===== src/core/sopm_consts.svh =====
`ifndef SOPM_CONSTS_SVH
`define SOPM_CONSTS_SVH

// register byte offsets
`define SOPM_OFF_SYSOPT_TWO    8'h00
`define SOPM_OFF_PART_HIGH     8'h04
`define SOPM_OFF_PART_LOW      8'h08
`define SOPM_OFF_PWR_ONE       8'h0c
`define SOPM_OFF_PWR_TWO       8'h10

// system options two fields
`define SOPM_B_WD_CLK_SEL      7
`define SOPM_B_WD_WINDOW       6
`define SOPM_B_CONV_TRIG_SEL   4
`define SOPM_B_DIV_HI          2
`define SOPM_B_DIV_LO          0

// power management one fields
`define SOPM_B_WARN_FLAG       7
`define SOPM_B_WARN_ACK        6
`define SOPM_B_WARN_IE         5
`define SOPM_B_UV_RST_EN       4
`define SOPM_B_UV_STOP_EN      3
`define SOPM_B_UV_DET_EN       2
`define SOPM_B_BG_EN           0

// power management two fields
`define SOPM_B_UV_LEVEL        5
`define SOPM_B_WARN_LEVEL      4
`define SOPM_B_PD_FLAG         3
`define SOPM_B_PD_ACK          2
`define SOPM_B_PD_MODE         0

// reset values, service sequence bytes and bus response codes
`define SOPM_RST_BYTE          8'h00
`define SOPM_WD_KEY_FIRST      8'h55
`define SOPM_WD_KEY_SECOND     8'haa
`define SOPM_RESP_OKAY         2'h0
`define SOPM_RESP_SLVERR       2'h2

`endif


===== src/core/sopm_pkg.sv =====
package sopm_pkg;

	typedef enum logic [2:0] {
		SOPM_REG_SYSOPT_TWO,
		SOPM_REG_PART_HIGH,
		SOPM_REG_PART_LOW,
		SOPM_REG_PWR_ONE,
		SOPM_REG_PWR_TWO,
		SOPM_REG_NONE
	} sopm_reg_t;

	typedef enum logic {
		SOPM_WD_IDLE,
		SOPM_WD_GOT_FIRST
	} sopm_wd_t;

	// status inputs from the analogue and stop-mode side
	typedef struct packed {
		logic below_warning;
		logic below_detect;
		logic in_stop;
		logic stop2_recovered;
	} sopm_supply_t;

	// everything cleared by rst_n; por_n alone does not clear it
	typedef struct packed {
		logic       aw_have;
		logic [7:0] aw_addr;
		logic       w_have;
		logic [7:0] w_data;
		logic       w_lane0;
		logic       awready;
		logic       wready;
		logic       bvalid;
		logic [1:0] bresp;
		logic       arready;
		logic       rvalid;
		logic [7:0] rdata;
		logic [1:0] rresp;
		logic       wd_clk_sel;
		logic       wd_window;
		logic       conv_trig_sel;
		logic [2:0] clk_div;
		logic       sysopt_done;
		logic       warn_flag;
		logic       warn_ie;
		logic       uv_rst_en;
		logic       uv_stop_en;
		logic       uv_det_en;
		logic       bg_en;
		logic       pwr_one_done;
		logic       pd_flag;
		logic       pd_mode;
		logic       pd_done;
		sopm_wd_t   wd_seq;
		logic       wd_service;
		logic       wd_reset;
		logic [2:0] div_cnt;
		logic       clk_pin;
		logic       clk_pin_en;
		logic       conv_start;
		logic       wd_tick;
		logic       warn_irq;
		logic       uv_active;
		logic       uv_reset;
	} sopm_state_t;

	// cleared only by power-on reset
	typedef struct packed {
		logic uv_level;
		logic warn_level;
		logic level_done;
	} sopm_keep_t;

endpackage


===== src/core/sopm_regs.sv =====
// The register offsets and register access over AXI4-Lite were left to the implementer.
`timescale 1ns/100ps
`default_nettype none
`include "sopm_consts.svh"

module sopm_regs
	import sopm_pkg::*;
#(
	parameter logic [11:0] PART_NUMBER = 12'h5a3, // arbitrary value
	parameter logic [3:0]  REVISION    = 4'h1     // arbitrary value
) (
	input  wire logic         core_clk,
	input  wire logic         rst_n,
	input  wire logic         por_n,
	input  wire logic [7:0]   s_axi_awaddr,
	input  wire logic         s_axi_awvalid,
	output logic              s_axi_awready,
	input  wire logic [31:0]  s_axi_wdata,
	input  wire logic [3:0]   s_axi_wstrb,
	input  wire logic         s_axi_wvalid,
	output logic              s_axi_wready,
	output logic [1:0]        s_axi_bresp,
	output logic              s_axi_bvalid,
	input  wire logic         s_axi_bready,
	input  wire logic [7:0]   s_axi_araddr,
	input  wire logic         s_axi_arvalid,
	output logic              s_axi_arready,
	output logic [31:0]       s_axi_rdata,
	output logic [1:0]        s_axi_rresp,
	output logic              s_axi_rvalid,
	input  wire logic         s_axi_rready,
	input  wire logic         lpo_tick,
	input  wire logic         reset_status_wr,
	input  wire logic [7:0]   reset_status_wdata,
	input  wire logic         watchdog_late_window,
	output logic              watchdog_tick,
	output logic              watchdog_service,
	output logic              watchdog_window_reset,
	input  wire logic         converter_hw_trigger_enable,
	input  wire logic         rtc_overflow,
	input  wire logic         irq_pin_event,
	output logic              converter_start,
	output logic              clock_output_pin,
	output logic              clock_output_enable,
	input  wire sopm_supply_t supply,
	output logic              supply_warning_irq,
	output logic              undervoltage_active,
	output logic              undervoltage_reset_req,
	output logic              bandgap_buffer_enable,
	output logic              power_down_mode_select,
	output logic              undervoltage_level_select,
	output logic              warning_level_select
);

	sopm_state_t s_q, s_d;
	sopm_keep_t  k_q, k_d;

	// byte address to register, shared by read and write paths
	function automatic sopm_reg_t decode(input logic [7:0] addr);
		sopm_reg_t r;
		r = SOPM_REG_NONE;
		case ({addr[7:2], 2'b00})
			`SOPM_OFF_SYSOPT_TWO: r = SOPM_REG_SYSOPT_TWO;
			`SOPM_OFF_PART_HIGH:  r = SOPM_REG_PART_HIGH;
			`SOPM_OFF_PART_LOW:   r = SOPM_REG_PART_LOW;
			`SOPM_OFF_PWR_ONE:    r = SOPM_REG_PWR_ONE;
			`SOPM_OFF_PWR_TWO:    r = SOPM_REG_PWR_TWO;
			default:              r = SOPM_REG_NONE;
		endcase
		return r;
	endfunction

	// read view of every register; ack bits always read zero
	function automatic logic [7:0] read_byte(input sopm_reg_t r, input sopm_state_t s,
	                                         input sopm_keep_t k);
		logic [7:0] v;
		v = `SOPM_RST_BYTE;
		case (r)
			SOPM_REG_SYSOPT_TWO: begin
				v[`SOPM_B_WD_CLK_SEL]               = s.wd_clk_sel;
				v[`SOPM_B_WD_WINDOW]                = s.wd_window;
				v[`SOPM_B_CONV_TRIG_SEL]            = s.conv_trig_sel;
				v[`SOPM_B_DIV_HI:`SOPM_B_DIV_LO]    = s.clk_div;
			end
			SOPM_REG_PART_HIGH: v = {REVISION, PART_NUMBER[11:8]};
			SOPM_REG_PART_LOW:  v = PART_NUMBER[7:0];
			SOPM_REG_PWR_ONE: begin
				v[`SOPM_B_WARN_FLAG]  = s.warn_flag;
				v[`SOPM_B_WARN_IE]    = s.warn_ie;
				v[`SOPM_B_UV_RST_EN]  = s.uv_rst_en;
				v[`SOPM_B_UV_STOP_EN] = s.uv_stop_en;
				v[`SOPM_B_UV_DET_EN]  = s.uv_det_en;
				v[`SOPM_B_BG_EN]      = s.bg_en;
			end
			SOPM_REG_PWR_TWO: begin
				v[`SOPM_B_UV_LEVEL]   = k.uv_level;
				v[`SOPM_B_WARN_LEVEL] = k.warn_level;
				v[`SOPM_B_PD_FLAG]    = s.pd_flag;
				v[`SOPM_B_PD_MODE]    = s.pd_mode;
			end
			default: v = `SOPM_RST_BYTE;
		endcase
		return v;
	endfunction

	// all next-state logic in one place
	always_comb begin
		logic       wr_go;
		logic [7:0] wd;
		sopm_reg_t  wr_reg;
		sopm_reg_t  rd_reg;
		logic       uv_run;
		wr_go  = 1'b0;
		wd     = 8'h00;
		wr_reg = SOPM_REG_NONE;
		rd_reg = SOPM_REG_NONE;
		uv_run = 1'b0;
		s_d = s_q;
		k_d = k_q;

		// write channels taken independently, in either order
		if (s_axi_awvalid && s_q.awready) begin
			s_d.aw_have = 1'b1;
			s_d.aw_addr = s_axi_awaddr;
		end
		if (s_axi_wvalid && s_q.wready) begin
			s_d.w_have  = 1'b1;
			s_d.w_data  = s_axi_wdata[7:0];
			s_d.w_lane0 = s_axi_wstrb[0];
		end
		if (s_q.bvalid && s_axi_bready)
			s_d.bvalid = 1'b0;
		// the write lands one edge after both halves are held
		if (s_q.aw_have && s_q.w_have && !s_q.bvalid) begin
			wr_reg      = decode(s_q.aw_addr);
			wr_go       = s_q.w_lane0 && (wr_reg != SOPM_REG_NONE);
			wd          = s_q.w_data;
			s_d.aw_have = 1'b0;
			s_d.w_have  = 1'b0;
			s_d.bvalid  = 1'b1;
			s_d.bresp   = (wr_reg == SOPM_REG_NONE) ? `SOPM_RESP_SLVERR : `SOPM_RESP_OKAY;
		end
		s_d.awready = !s_d.aw_have && !s_d.bvalid;
		s_d.wready  = !s_d.w_have && !s_d.bvalid;

		// read answered on the same edge that takes the address
		if (s_q.rvalid && s_axi_rready)
			s_d.rvalid = 1'b0;
		if (s_axi_arvalid && s_q.arready) begin
			rd_reg     = decode(s_axi_araddr);
			s_d.rvalid = 1'b1;
			s_d.rdata  = read_byte(rd_reg, s_q, k_q);
			s_d.rresp  = (rd_reg == SOPM_REG_NONE) ? `SOPM_RESP_SLVERR : `SOPM_RESP_OKAY;
		end
		s_d.arready = !s_d.rvalid;

		// register writes; partly written bytes count as a write
		if (wr_go) begin
			case (wr_reg)
				SOPM_REG_SYSOPT_TWO: begin
					if (!s_q.sysopt_done) begin
						s_d.wd_clk_sel = wd[`SOPM_B_WD_CLK_SEL];
						s_d.wd_window  = wd[`SOPM_B_WD_WINDOW];
					end
					s_d.sysopt_done   = 1'b1;
					s_d.conv_trig_sel = wd[`SOPM_B_CONV_TRIG_SEL];
					s_d.clk_div       = wd[`SOPM_B_DIV_HI:`SOPM_B_DIV_LO];
				end
				SOPM_REG_PWR_ONE: begin
					if (!s_q.pwr_one_done) begin
						s_d.uv_rst_en = wd[`SOPM_B_UV_RST_EN];
						s_d.uv_det_en = wd[`SOPM_B_UV_DET_EN];
					end
					s_d.pwr_one_done = 1'b1;
					s_d.warn_ie      = wd[`SOPM_B_WARN_IE];
					s_d.uv_stop_en   = wd[`SOPM_B_UV_STOP_EN];
					s_d.bg_en        = wd[`SOPM_B_BG_EN];
					if (wd[`SOPM_B_WARN_ACK])
						s_d.warn_flag = 1'b0;
				end
				SOPM_REG_PWR_TWO: begin
					if (!k_q.level_done)
						k_d.uv_level = wd[`SOPM_B_UV_LEVEL];
					k_d.level_done = 1'b1;
					k_d.warn_level = wd[`SOPM_B_WARN_LEVEL];
					if (!s_q.pd_done)
						s_d.pd_mode = wd[`SOPM_B_PD_MODE];
					s_d.pd_done = 1'b1;
					if (wd[`SOPM_B_PD_ACK])
						s_d.pd_flag = 1'b0;
				end
				default: ;
			endcase
		end

		// hardware sets win over the acknowledge; warning holds while still low
		if (supply.below_warning)
			s_d.warn_flag = 1'b1;
		if (supply.stop2_recovered)
			s_d.pd_flag = 1'b1;

		// undervoltage detect gating by enable and stop mode
		uv_run         = s_q.uv_det_en && (!supply.in_stop || s_q.uv_stop_en);
		s_d.uv_active  = uv_run;
		s_d.uv_reset   = uv_run && s_q.uv_rst_en && supply.below_detect;
		s_d.warn_irq   = s_d.warn_flag && s_d.warn_ie;

		// watchdog clock route and service sequence
		s_d.wd_tick    = s_q.wd_clk_sel ? 1'b1 : lpo_tick;
		s_d.wd_service = 1'b0;
		s_d.wd_reset   = 1'b0;
		if (reset_status_wr) begin
			if (s_q.wd_window && !watchdog_late_window) begin
				s_d.wd_reset = 1'b1;
				s_d.wd_seq   = SOPM_WD_IDLE;
			end else begin
				case (s_q.wd_seq)
					SOPM_WD_IDLE:
						if (reset_status_wdata == `SOPM_WD_KEY_FIRST)
							s_d.wd_seq = SOPM_WD_GOT_FIRST;
					SOPM_WD_GOT_FIRST: begin
						s_d.wd_seq = SOPM_WD_IDLE;
						if (reset_status_wdata == `SOPM_WD_KEY_SECOND)
							s_d.wd_service = 1'b1;
						else if (reset_status_wdata == `SOPM_WD_KEY_FIRST)
							s_d.wd_seq = SOPM_WD_GOT_FIRST;
					end
					default: s_d.wd_seq = SOPM_WD_IDLE;
				endcase
			end
		end

		// converter start source select
		s_d.conv_start = converter_hw_trigger_enable &&
		                 (s_q.conv_trig_sel ? irq_pin_event : rtc_overflow);

		// clock output: toggle every clk_div cycles for a period of 2*clk_div
		if (s_q.clk_div == 3'h0) begin
			s_d.div_cnt    = 3'h0;
			s_d.clk_pin    = 1'b0;
			s_d.clk_pin_en = 1'b0;
		end else begin
			s_d.clk_pin_en = 1'b1;
			if (s_q.div_cnt >= s_q.clk_div - 3'h1) begin
				s_d.div_cnt = 3'h0;
				s_d.clk_pin = !s_q.clk_pin;
			end else begin
				s_d.div_cnt = s_q.div_cnt + 3'h1;
			end
		end
	end

	// rst_n clears this state; por_n alone does not
	always_ff @(posedge core_clk or negedge rst_n) begin
		if (!rst_n)
			s_q <= '0;
		else
			s_q <= s_d;
	end

	// level selects ride through every reset but power-on
	always_ff @(posedge core_clk or negedge por_n) begin
		if (!por_n)
			k_q <= '0;
		else
			k_q <= k_d;
	end

	assign s_axi_awready             = s_q.awready;
	assign s_axi_wready              = s_q.wready;
	assign s_axi_bvalid              = s_q.bvalid;
	assign s_axi_bresp               = s_q.bresp;
	assign s_axi_arready             = s_q.arready;
	assign s_axi_rvalid              = s_q.rvalid;
	assign s_axi_rresp               = s_q.rresp;
	assign s_axi_rdata               = {24'h000000, s_q.rdata};
	assign watchdog_tick             = s_q.wd_tick;
	assign watchdog_service          = s_q.wd_service;
	assign watchdog_window_reset     = s_q.wd_reset;
	assign converter_start           = s_q.conv_start;
	assign clock_output_pin          = s_q.clk_pin;
	assign clock_output_enable       = s_q.clk_pin_en;
	assign supply_warning_irq        = s_q.warn_irq;
	assign undervoltage_active       = s_q.uv_active;
	assign undervoltage_reset_req    = s_q.uv_reset;
	assign bandgap_buffer_enable     = s_q.bg_en;
	assign power_down_mode_select    = s_q.pd_mode;
	assign undervoltage_level_select = k_q.uv_level;
	assign warning_level_select      = k_q.warn_level;
endmodule
`default_nettype wire


===== config.mk =====
export PLATFORM = sky130hd
export DESIGN_NAME = sopm_regs
export DESIGN_NICKNAME = d
export VERILOG_FILES = /design/src/core/sopm_pkg.sv /design/src/core/sopm_regs.sv
export VERILOG_INCLUDE_DIRS = /design/src /design/src/core
export SDC_FILE = /design/constraint.sdc
export NUM_CORES = 1
export LEC_CHECK = 0
export ABC_AREA = 1
export BUFFER_PORTS_ARGS = -buffer_cell sky130_fd_sc_hd__clkbuf_2
export CAP_MARGIN = 15
export CORE_MARGIN = 2
export CORE_UTILIZATION = 50
export CTS_BUF_LIST = sky130_fd_sc_hd__clkbuf_16
export CTS_CLUSTER_DIAMETER = 100
export DETAILED_ROUTE_END_ITERATION = 16
export GPL_TIMING_DRIVEN = 0
export HOLD_SLACK_MARGIN = 0.02
export MAX_ROUTING_LAYER = met4
export PLACE_DENSITY_LB_ADDON = 0.15
export SETUP_SLACK_MARGIN = 0.1
export SLEW_MARGIN = 20
export SYNTH_ARGS = -nofsm -noshare
export SYNTH_HDL_FRONTEND = slang
export SYNTH_SLANG_ARGS = --single-unit

===== constraint.sdc =====
create_clock -name core_clk -period 3.3 [get_ports core_clk]
set_input_delay 0.165 -clock core_clk [delete_from_list [all_inputs] [get_ports core_clk]]
set_output_delay 0.165 -clock core_clk [all_outputs]
set_load 0.02 [all_outputs]

-- After elaboration in Yosys (flattened, before gate mapping)
Index checks and enable logic that the tools add are counted.
- reductions and logical operators: 43
- bitwise operators: 5
- add/subtract/negate cells: 2
- eq/ne operators: 19
- muxes and demuxes: 49
- $lt $le $gt $ge: 1
- operators by type and width (kind ; number):
    3-bit one-hot mux with 5 select lines ; 2
    6-bit by 2-bit equality test with 1-bit output (second input constant) ; 4
    1-bit 2-to-1 mux ; 23
    10-bit 2-to-1 mux ; 2
    3-bit 2-to-1 mux ; 6
    1-bit logical AND ; 16
    3-bit AND reduction ; 5
    3-bit equality test (second input constant) ; 4
    6-bit by 1-bit equality test with 1-bit output (second input constant) ; 2
    6-bit by 3-bit equality test with 1-bit output (second input constant) ; 2
    6-bit logical NOT ; 2
    11-bit 2-to-1 mux ; 1
    3-bit by 2-bit equality test with 1-bit output (second input constant) ; 3
    3-bit logical NOT ; 3
    9-bit 2-to-1 mux ; 1
    1-bit one-hot mux with 3 select lines ; 3
    8-bit by 7-bit equality test with 1-bit output (second input constant) ; 1
    8-bit equality test (second input constant) ; 1
    1-bit logical NOT ; 8
    8-bit 2-to-1 mux ; 1
    1-bit one-hot mux with 4 select lines ; 2
    2-bit nonzero test ; 4
    7-bit 2-to-1 mux ; 1
    2-bit 2-to-1 mux ; 3
    other kinds (11) ; 19
- output and inout bits: 54
- input bits: 78
- logic and storage cells: 161
- register bits after elaboration: 69

-- Longest topological paths before layout
Gate-level depths: netlist of the first run.
- depth after elaboration: 9
- mapped depth: 10
- gate-level depth less buffers: 10

-- Worst setup path after synthesis of the first run
No wires, ideal clock.
- kind: register to register
- start: reg s_q[24] in the netlist's numbering
- end: reg s_q (netlist bit clock_output_pin)
- arrival time: 1507 ps
- clock period less this slack: 1643 ps
- cell stages (with the launch flop): 9
- setup time: 136 ps
- path buffers: 0
- path slack: 1657 ps
- required time: 3164 ps
- cells stage by stage: dfrtp_1 -> inv_1 -> ha_1 -> xnor2_1 -> ha_1 -> a21oi_1 -> o2111ai_1 -> nand3_1 -> o21ai_0
- longest elaborated chain between the ends: 3
- elaborated cells between the ends (all ways): 5
- classes of those cells: 1 x add/sub; 1 x order compare; 1 x mux; 2 x reduce/logical
- ends and longest elaborated chain (element ; RTL line ; text):
    start: declaration ; sopm_regs.sv:55 ; sopm_state_t s_q, s_d;
    start signal: assignment ; sopm_regs.sv:256 ; s_q <= '0;
    start signal: assignment ; sopm_regs.sv:258 ; s_q <= s_d;
    3-bit by 1-bit subtractor with 3-bit output ; sopm_regs.sv:244 ; if (s_q.div_cnt >= s_q.clk_div - 3'h1) begin
    3-bit greater-or-equal comparator ; sopm_regs.sv:244 ;
    2-bit nonzero test (no line) ; -- ;
Parallel ways exist; a longest one is shown, timed or not.
A chain may end at the register's enable or synchronous reset.

-- Worst setup path after layout of the first run
Same ends and word-level chain as after synthesis.

==> results of run 1 <==
[cell usage in the layout (no fill, tap or decap), types with 2 or more instances in the layout]
cell           count
ha_1               6
clkinv_1           5
o21ai_1           11
inv_1             54
nand2_2            2
a21oi_1            4
buf_4             36
clkinv_2           3
nand2_1           84
nand2_4            3
dlygate4sd3_1      3
o21ai_0           21
o2111ai_1          2
clkbuf_2          73
nor4_1             2
clkbuf_16          9
conb_1            26
nand3_1           13
nor2_4             5
nand4_1            5
o31ai_1            2
xnor2_1            2
dfrtp_1           65
nor2_1            27
clkbuf_1           2
[through the flow]
| step | cells | hold WS (ns) | setup slack [ns] |
|---|---|---|---|
| finish | 559 | 0.03470 | 1.450 |
| global route | 559 | 0.04188 | 1.200 |
| CTS | 559 | 0.02595 | 1.410 |
| detailed placement | 540 | -0.03505 | 1.428 |
| global placement | 539 | -0.03538 | 1.525 |
| floorplan | 388 | -0.1306 | 1.657 |
[what timing repair did]
action	CTS	global route
hold endpoints to repair	20	0
setup endpoints to repair	0	0
hold buffers	3	0
[power by group]
part / switching [uW] / internal (uW)
Combinational: 472 / 246
Sequential: 110 / 985
Clock: 317 / 492
[cell usage after synthesis (all sizes together), types with 2 or more instances]
cell	count
a21oi	5
buf	36
clkbuf	2
clkinv	3
dfrtp	65
ha	6
inv	53
nand2	89
nand3	15
nand4	5
nor2	33
nor3	2
nor4	2
o2111ai	2
o21ai	32
o31ai	2
xnor2	2
[cell families after synthesis]
kind of cell	Yosys count
simple gates	149
buf+inv	94
flops	65
compound gates	46
fa+ha+maj	6
xor+xnor	2
other cells	1
[worst max-delay path, cell delays in order (launching register included)]
cell       delay, ns
dfrtp_1         0.37
inv_1           0.09
ha_1            0.21
xnor2_1         0.17
ha_1            0.28
a21oi_1         0.15
o2111ai_1       0.24
nand3_1         0.13
o21ai_0         0.08
[layer usage]
metal	part of all wire, %	up-vias	wire (um)	track usage, %
met5	0	-	0	-
met4	1.9	0	121	8.651
met3	5.1	11	322	3.858
met2	50	73	3160	32.58
met1	43	1205	2714	24.59
li1	-	1308	-	-
[path summary, 6_finish.rpt]
kind / endpoint / slack (ns) / cells after the start
setup / recovery: clock_output_pin$_DFFE_PN0P_ / 1.45 / 8
hold / removal: s_q[48]$_DFFE_PN0P_ / 0.03 / 3
setup reg to reg: clock_output_pin$_DFFE_PN0P_ / 1.45 / 8
hold reg to reg: s_axi_arready$_DFF_PN0_ / 0.46 / 1
max in group asynchronous: undervoltage_active$_DFF_PN0_ / 2.51 / 3
min in group asynchronous: undervoltage_level_select$_DFFE_PN0P_ / 0.18 / 2
[layout make-up]
cell class	count	share of cell area [%]
Multi-Input combinational cell	229	28.68
Tap cell	77	2.372
Timing Repair Buffer	78	10.60
Sequential cell	65	40.05
Inverter	56	5.176
Buffer	38	6.839
Clock inverter	7	0.7394
Clock buffer	9	5.545
==> results.txt, run 1 <==
The flow ran to the end, and the final reports show no timing, DRC or antenna violations. The mux contribution to synthesized area is 0%. The final count of pins violating max slew is 0. The area of the die is 7026 um2. The final wirelength came out at 6318 um.

Compared with the post-synthesis result, the final layout area differs by 27.49%. The final count of hold timing violations is 0. Among all flip-flop cells after synthesis, the most frequent one is dfrtp_1. The design draws 2622 uW. The routability congestion estimate from global placement came out at 0.8422. The placeable core region came out at 6241 um2. After synthesis, the largest family of logic cells by area is simple AND/OR/NAND/NOR gates. The beginning of the worst hold path is s_axi_wdata[0]. More flip-flops sit in one register than any other, and that register is s_q. The per-instance average area after synthesis came out at 8.776 um2. The root buffer cell chosen for the clock tree is clkbuf_16. The flip-flop count of the largest register after layout came out at 36. The number of buffers created by CTS is 9.

The die extent in y is 83.82 um. In this run the worst path has a maximum fanout of 5. The fraction of final layout cells with drive strength greater than 1 is 29.05%.

The insertion delay to the later sink of the worst-skew pair came out at 0.32 ns. The net count of the finished layout is 561. The worst setup path is captured at a flop. The worst setup skew after layout came out at 0.005766 ns. The setup TNS came out at 0 ns. The effective utilization at floorplan is 51.04%. In this run, synthesis inferred 0 flip-flops with an integrated enable. After Yosys synthesis, full adders, half adders and majority gates account for 2.357% of the synthesized area. By area the synthesized netlist is led by dfrtp_1 51%, nand2_1 9.9%, buf_4 8.5%. The global-route usage over all layers came out at 20.05%.

The start point of the critical path is s_q[24]$_DFFE_PN0P_. The number of rows in the core area is 29. In the finished design, the share of the clock period the worst path needs comes to 56.06%.

The number of buffers added on ports came out at 74. The via count of the first global-routing pass is 2458. STA classifies the critical path startpoint as a flop. The number of antenna violations at the first check in global routing is 0. The number of top-level pins is 132.

The total number of H-tree levels is 3. Setup repair after global routing left no endpoint under its margin. Entering global routing, the biggest net connects 47 pins. The worst voltage drop across the vdd grid came out at 0.4689 mV. Of the total synthesized cell area, the portion taken by XOR and XNOR cells is 0.5499%.

The die width came out at 83.82 um. The core utilization of the finished layout came out at 65.08%. The arrival time at the worst endpoint came out at 2.04 ns. The post-synthesis register bit count came out at 65. The number of maximum-capacitance violations is 0. The fraction of the mapped netlist area in simple logic gates came out at 22.47%.

The required arrival time at the worst endpoint is 3.49 ns. After routing the design area is 4061 um2. The average detailed-routed wire length per instance is 11.30 um. The number of routed nets with antenna violations came out at 0. The highest achievable clock rate came out at 540.6 MHz. The cell count after synthesis is 363.

The beginning of the worst register-to-register path is s_q[24]$_DFFE_PN0P_. The number of setup buffers added after CTS is 0. The number of design rule violations left after detail routing came out at 0. The footprint of the multi-input gates came out at 1165 um2. Setup violations remaining at the end of the flow were counted as 0. The vias after detailed routing is 2597. The final global-route overflow total came out at 0. The CTS sink count came out at 65. TritonCTS built the clock tree.

dfrtp_1 takes more of the synthesized area than any other cell. The initial detailed-routing violation count is 117. The top cell type's share of synthesized area came out at 51.06%.

Counting the fill cells in the layout gives 542. In the synthesized netlist the async set-or-reset flop fraction comes to 100.0%. Dividing total power by cell area gives a power density of 645.5 nW/um2. The HPWL reported at the end of detailed placement came out at 4753 um. The first global-routing pass estimated 10860 um of wire. The clock passes through at most 2 buffers. The synthesized netlist devotes 8.130% of its cell area to compound gates. The number of unique standard cell types used by synthesis came out at 36. The quantity of gates resized following cts is 0. The critical path is of the reg2reg type.

The min-delay analysis places its worst path in the category in2reg. The antenna diode count is 0. The warning count from the yosys run came out at 0. The shortest period the worst path allows came out at 1.850 ns. The post-placement cell area is 3776 um2. The synthesized netlist occupies a cell area of 3186 um2. The static leakage power is 0.002313 uW. The register area is 1627 um2.

The sequential cell area fraction in the yosys report is 51.06%. The pre-antenna-repair detailed-routing pass consisted of 4 iterations. After detailed routing, the number of vias per cell comes to 4.646. The clock edge transition at the registers on the reported setup and hold paths is 0.05 ns.
No activity file was read; power rests on OpenSTA's default activity.
==> inputs of run 2 (changes only) <==
--- a/config.mk
+++ b/config.mk
@@ -6,11 +6,11 @@
 export SDC_FILE = /design/constraint.sdc
 export NUM_CORES = 1
 export LEC_CHECK = 0
-export ABC_AREA = 1
+export ABC_AREA = 0
 export BUFFER_PORTS_ARGS = -buffer_cell sky130_fd_sc_hd__clkbuf_2
 export CAP_MARGIN = 15
 export CORE_MARGIN = 2
-export CORE_UTILIZATION = 50
+export CORE_UTILIZATION = 43
 export CTS_BUF_LIST = sky130_fd_sc_hd__clkbuf_16
 export CTS_CLUSTER_DIAMETER = 100
 export DETAILED_ROUTE_END_ITERATION = 16
==> constraint.sdc (replaced) <==
create_clock -name core_clk -period 1.6 [get_ports core_clk]
set_input_delay 0.08 -clock core_clk [delete_from_list [all_inputs] [get_ports core_clk]]
set_output_delay 0.08 -clock core_clk [all_outputs]
set_load 0.02 [all_outputs]
==> run 2 against run 1 <==
Net effect: total power rose by 130%; die area grew 13%; largest cell class unchanged; highest routed layer unchanged; combinational power up 120%; clock skew increased by 0.0016 ns; sequential cell count unchanged; critical path depth down 3; the run now ends with negative setup slack left; worst setup slack lost 1.5 ns; synthesized area decreased by 2.4%; fmax up 15%; sequential share of layout area down 4.5 points.
==> results.txt, run 2 <==
The run finished, with violations left. The final reports fail on negative setup slack. The worst pin sits at a relative slew slack of 47.93%.

The worst setup path is launched from a flop. The switching power share of the total came out at 28.23% (-6.0 points). The clock edge transition at the registers on the reported setup and hold paths was 0.05 ns (about the same).

The area of the die came out at 7924 um2 (+13%). The buffer depth of the longest clock path is 2 (unchanged). The part of the power in the clock network was 36.3% (+5.5 points). The final count of hold timing violations is 0 (unchanged). The die extent in y is 89.02 um (+6.2%). The most common cell after layout, fill and taps aside is clkbuf_2. The number of buffers added on ports is 74 (unchanged). The number of nets in the final layout was 509 (-9.3%). The fraction of final layout cells with drive strength greater than 1 is 44.19% (+15 points).

The vias after detailed routing came out at 2354 (-9.4%). Setup repair after global routing could not meet its margin everywhere. The post-synthesis instance area came out at 3108 um2 (-2.4%). The total net switching power is 1706 uW (+90%). Yosys instantiated no cell more often than dfrtp_1. The worst register-to-register path ends at s_q[25]$_DFFE_PN0P_.

The final global-route overflow total was 0 (unchanged). The type of element capturing the critical path is a flop. The sequential cell area fraction in the yosys report came out at 52.33% (+1.3 points).

The setup slack at placement came out at -0.1639 ns (-1.592 ns). The worst hold-check path type is in2reg. The number of cells traversed by the worst register-to-register path is 5 (-3). The average via count per standard cell is 4.475 (-3.7%).

The number of design rule violations left after detail routing is 0 (unchanged). dfrtp_1 takes more of the synthesized area than any other cell. The library cells used most frequently in the layout, excluding fill and tap cells, are 73 x clkbuf_2, 64 x dfrtp_1, 47 x buf_4, 27 x dlygate4sd3_1, 26 x conb_1. The fraction of power consumed by combinational cells came to 25.8% (-1.6 points). The final worst-path setup slack came out at -0.01458 ns (-1.465 ns).

The first-pass GRT wire length is 10400 um (-4.3%). The routability congestion estimate from global placement came to 0.8896 (+5.6%). After synthesis, the cell types taking the most area are dfrtp_1 52%, mux2_2 9.4%, buf_4 8.7%.

The cell at the root of the clock tree is clkbuf_16. The worst setup slack for register-to-register paths is -0.01 ns (-1.46 ns). The final cycle utilization of the critical path came out at 100.9% (+45 points).

The warning count from the yosys run is 0 (unchanged). The number of optimization iterations in the first detailed-route pass is 4 (unchanged). The die width came out at 89.02 um (+6.2%). The HPWL reported at the end of detailed placement is 4602 um (-3.2%).

The top cell type's share of synthesized area came out at 52.33% (+1.3 points). The static leakage power was 0.002332 uW (+0.82%). The antenna diode count came out at 0 (unchanged). The number of maximum-capacitance violations came out at 0 (unchanged). The via count of the first global-routing pass came out at 2217 (-9.8%). The worst voltage drop across the vdd grid was 1.120 mV (+140%).

The effective utilization at floorplan is 45.00% (-6.0 points). The arrival time at the worst endpoint came to 1.82 ns (-0.22 ns). The final count of pins violating max slew came out at 0 (unchanged). The growth of design area from synthesis to finish came out at 47.38%.

The number of unique standard cell types used by synthesis came out at 45 (+25%). The post-synthesis register bit count was 65 (unchanged). In this run the worst setup path terminates at s_q[25]$_DFFE_PN0P_. The pin count of the biggest net entering global routing came out at 47 (unchanged).

The beginning of the worst register-to-register path is s_q[64]$_DFFE_PN0P_. The cell count after synthesis is 274 (-25%). The footprint of the multi-input gates is 1353 um2 (+16%). The placeable core region was 6907 um2 (+11%). The critical path goes through nor4b_4 -> buf_4 -> nand3_4 -> nor2_4 -> mux2_2. The flip-flop count of the largest register after layout is 36 (unchanged). The average detailed-routed wire length per instance came out at 12.64 um (+12%). The shortest period the worst path allows came out at 1.615 ns (-0.2354 ns). Among all flip-flop cells after synthesis, the most frequent one is dfrtp_1. The number of top-level pins is 132 (unchanged). The start point of the critical path is s_q[64]$_DFFE_PN0P_. The register area is 1628 um2 (about the same). The fraction of registers with async set/reset came to 100.0% (unchanged). TritonCTS built the clock tree. The final wirelength came out at 6650 um (+5.3%). The commonest cells after synthesis are 65 x dfrtp_1, 36 x buf_4, 26 x mux2_2. The worst setup path is of the reg2reg kind. The number of fillers in the final layout was 583 (+7.6%). The core utilization of the finished layout is 66.32% (+1.2 points). The required arrival time at the worst endpoint came to 1.80 ns (-1.69 ns). The setup violation total in the final timing report is 5 (+5). The number of synthesized flops with an enable pin came out at 0 (unchanged). The number of buffers created by CTS is 9 (unchanged). The total number of H-tree levels was 3 (unchanged).

The total internal power is 4335 uW (+150%). The global-route usage over all layers is 18.03% (-2.0 points). The worst setup skew after layout is 0.007378 ns (+0.001612 ns). The highest achievable clock rate came out at 619.4 MHz (+15%). The insertion delay to the later sink of the worst-skew pair is 0.32 ns (about the same). The number of rows in the core area was 30 (+3.4%). The number of routed nets with antenna violations is 0 (unchanged). The transition time of the tightest slew-check pin came out at 0.7739 ns. The biggest fanout along the worst timing path came out at 5 (unchanged). The slowest stage of the critical path is the dfrtp_1 cell. The per-instance average area after synthesis is 11.34 um2 (+29%). The initial detailed-routing violation count came out at 106 (-9.4%).

The number of antenna violations at the first check in global routing came out at 0 (unchanged). The share of power burned in registers came out at 37.9% (-3.9 points). The CTS sink count was 65 (unchanged). The setup TNS came out at -0.04160 ns (-0.04160 ns). The total power per unit cell area came to 1319 nW/um2 (+100%). The maximum single-stage delay on the critical path is 0.40 ns (+0.03 ns). More flip-flops sit in one register than any other, and that register is s_q.
[run 2: cell types whose count changed after synthesis, sizes merged, moves of 4 or more]
cell | before | now
and2 | 0 | 4
nor2 | 33 | 15
nor2b | 0 | 4
mux2 | 0 | 27
o21ai | 32 | 11
nand2b | 1 | 7
inv | 53 | 16
nand3 | 15 | 2
mux2i | 0 | 4
nand2 | 89 | 16
[run 2: power groups by stage]
stage	logic [uW]	clock network (uW)	registers [uW]
detailed placement	1260	0	2320
global placement	1210	0	2300
CTS	1470	2230	2290
global route	1720	2320	2340
floorplan	848	0	2340
finish	1560	2190	2290
[run 2: kinds of logic after synthesis]
kind of cell    count (synthesis)  synth area share [%]
simple gates                   77                 15.10
flops                          65                 52.33
buf+inv                        58                 11.47
compound gates                 34                 6.804
mux                            31                 11.19
fa+ha+maj                       6                 2.415
xor+xnor                        2                0.5637
other cells                     1                0.1207
[run 2: stage by stage]
| stage | hold WS (ns) | std cells | cell area (um2) | power (uW) |
|---|---|---|---|---|
| 4_1_cts | 0.02078 | 521 | 4504 | 5997 |
| 3_3_place_gp | -0.1211 | 469 | 3719 | 3514 |
| 3_5_place_dp | -0.1132 | 470 | 3749 | 3572 |
| 5_1_grt | 0.03028 | 526 | 4581 | 6381 |
| 2_1_floorplan | -0.2156 | 299 | 3228 | 3185 |
| 6_report | 0.02850 | 526 | 4581 | 6041 |
[run 2: worst min path at each step]
| stage | startpoint | to | slack [ns] | cells after the start |
|---|---|---|---|---|
| after floorplan | rst_n | bandgap_buffer_enable$_DFFE_PN0P_ | -0.22 | 0 |
| after global placement | por_n | warning_level_select$_DFFE_PN0P_ | -0.12 | 1 |
| after detailed placement | por_n | undervoltage_level_select$_DFFE_PN0P_ | -0.11 | 1 |
| after CTS | s_axi_bready | s_axi_awready$_DFF_PN0_ | 0.02 | 3 |
| after global routing | rtc_overflow | converter_start$_DFF_PN0_ | 0.03 | 3 |
| final | s_axi_bready | s_axi_awready$_DFF_PN0_ | 0.03 | 3 |
[run 2: what timing repair did]
action | 4_1_cts | 5_1_grt
endpoints found under the setup margin | 19 | 19
setup buffers | 8 | 5
hold buffers | 27 | 0
resized for setup | 20 | 8
pin swaps | 9 | 3
endpoints found under the hold margin | 92 | 0
[run 2: area by class of cell]
type	instances	share of cell area (%)
Clock inverter	7	2.404
Timing Repair Buffer	115	17.02
Multi-Input combinational cell	176	29.53
Sequential cell	65	35.54
Clock buffer	9	4.917
Buffer	42	6.665
Tap cell	96	2.622
Inverter	16	1.311
[run 2: critical path, delay by kind of cell, from the launching register on]
family,cells,cell delay [ns]
flops,1,0.40
buf+inv,1,0.18
mux,1,0.36
simple gates,3,0.56
[run 2: layer usage]
layer | track usage, % | routed length, um | vias up
li1 | - | - | 1181
met1 | 22.37 | 2975 | 1085
met2 | 28.09 | 3217 | 79
met3 | 4.155 | 369 | 9
met4 | 8.412 | 88 | 0
met5 | - | 0 | -
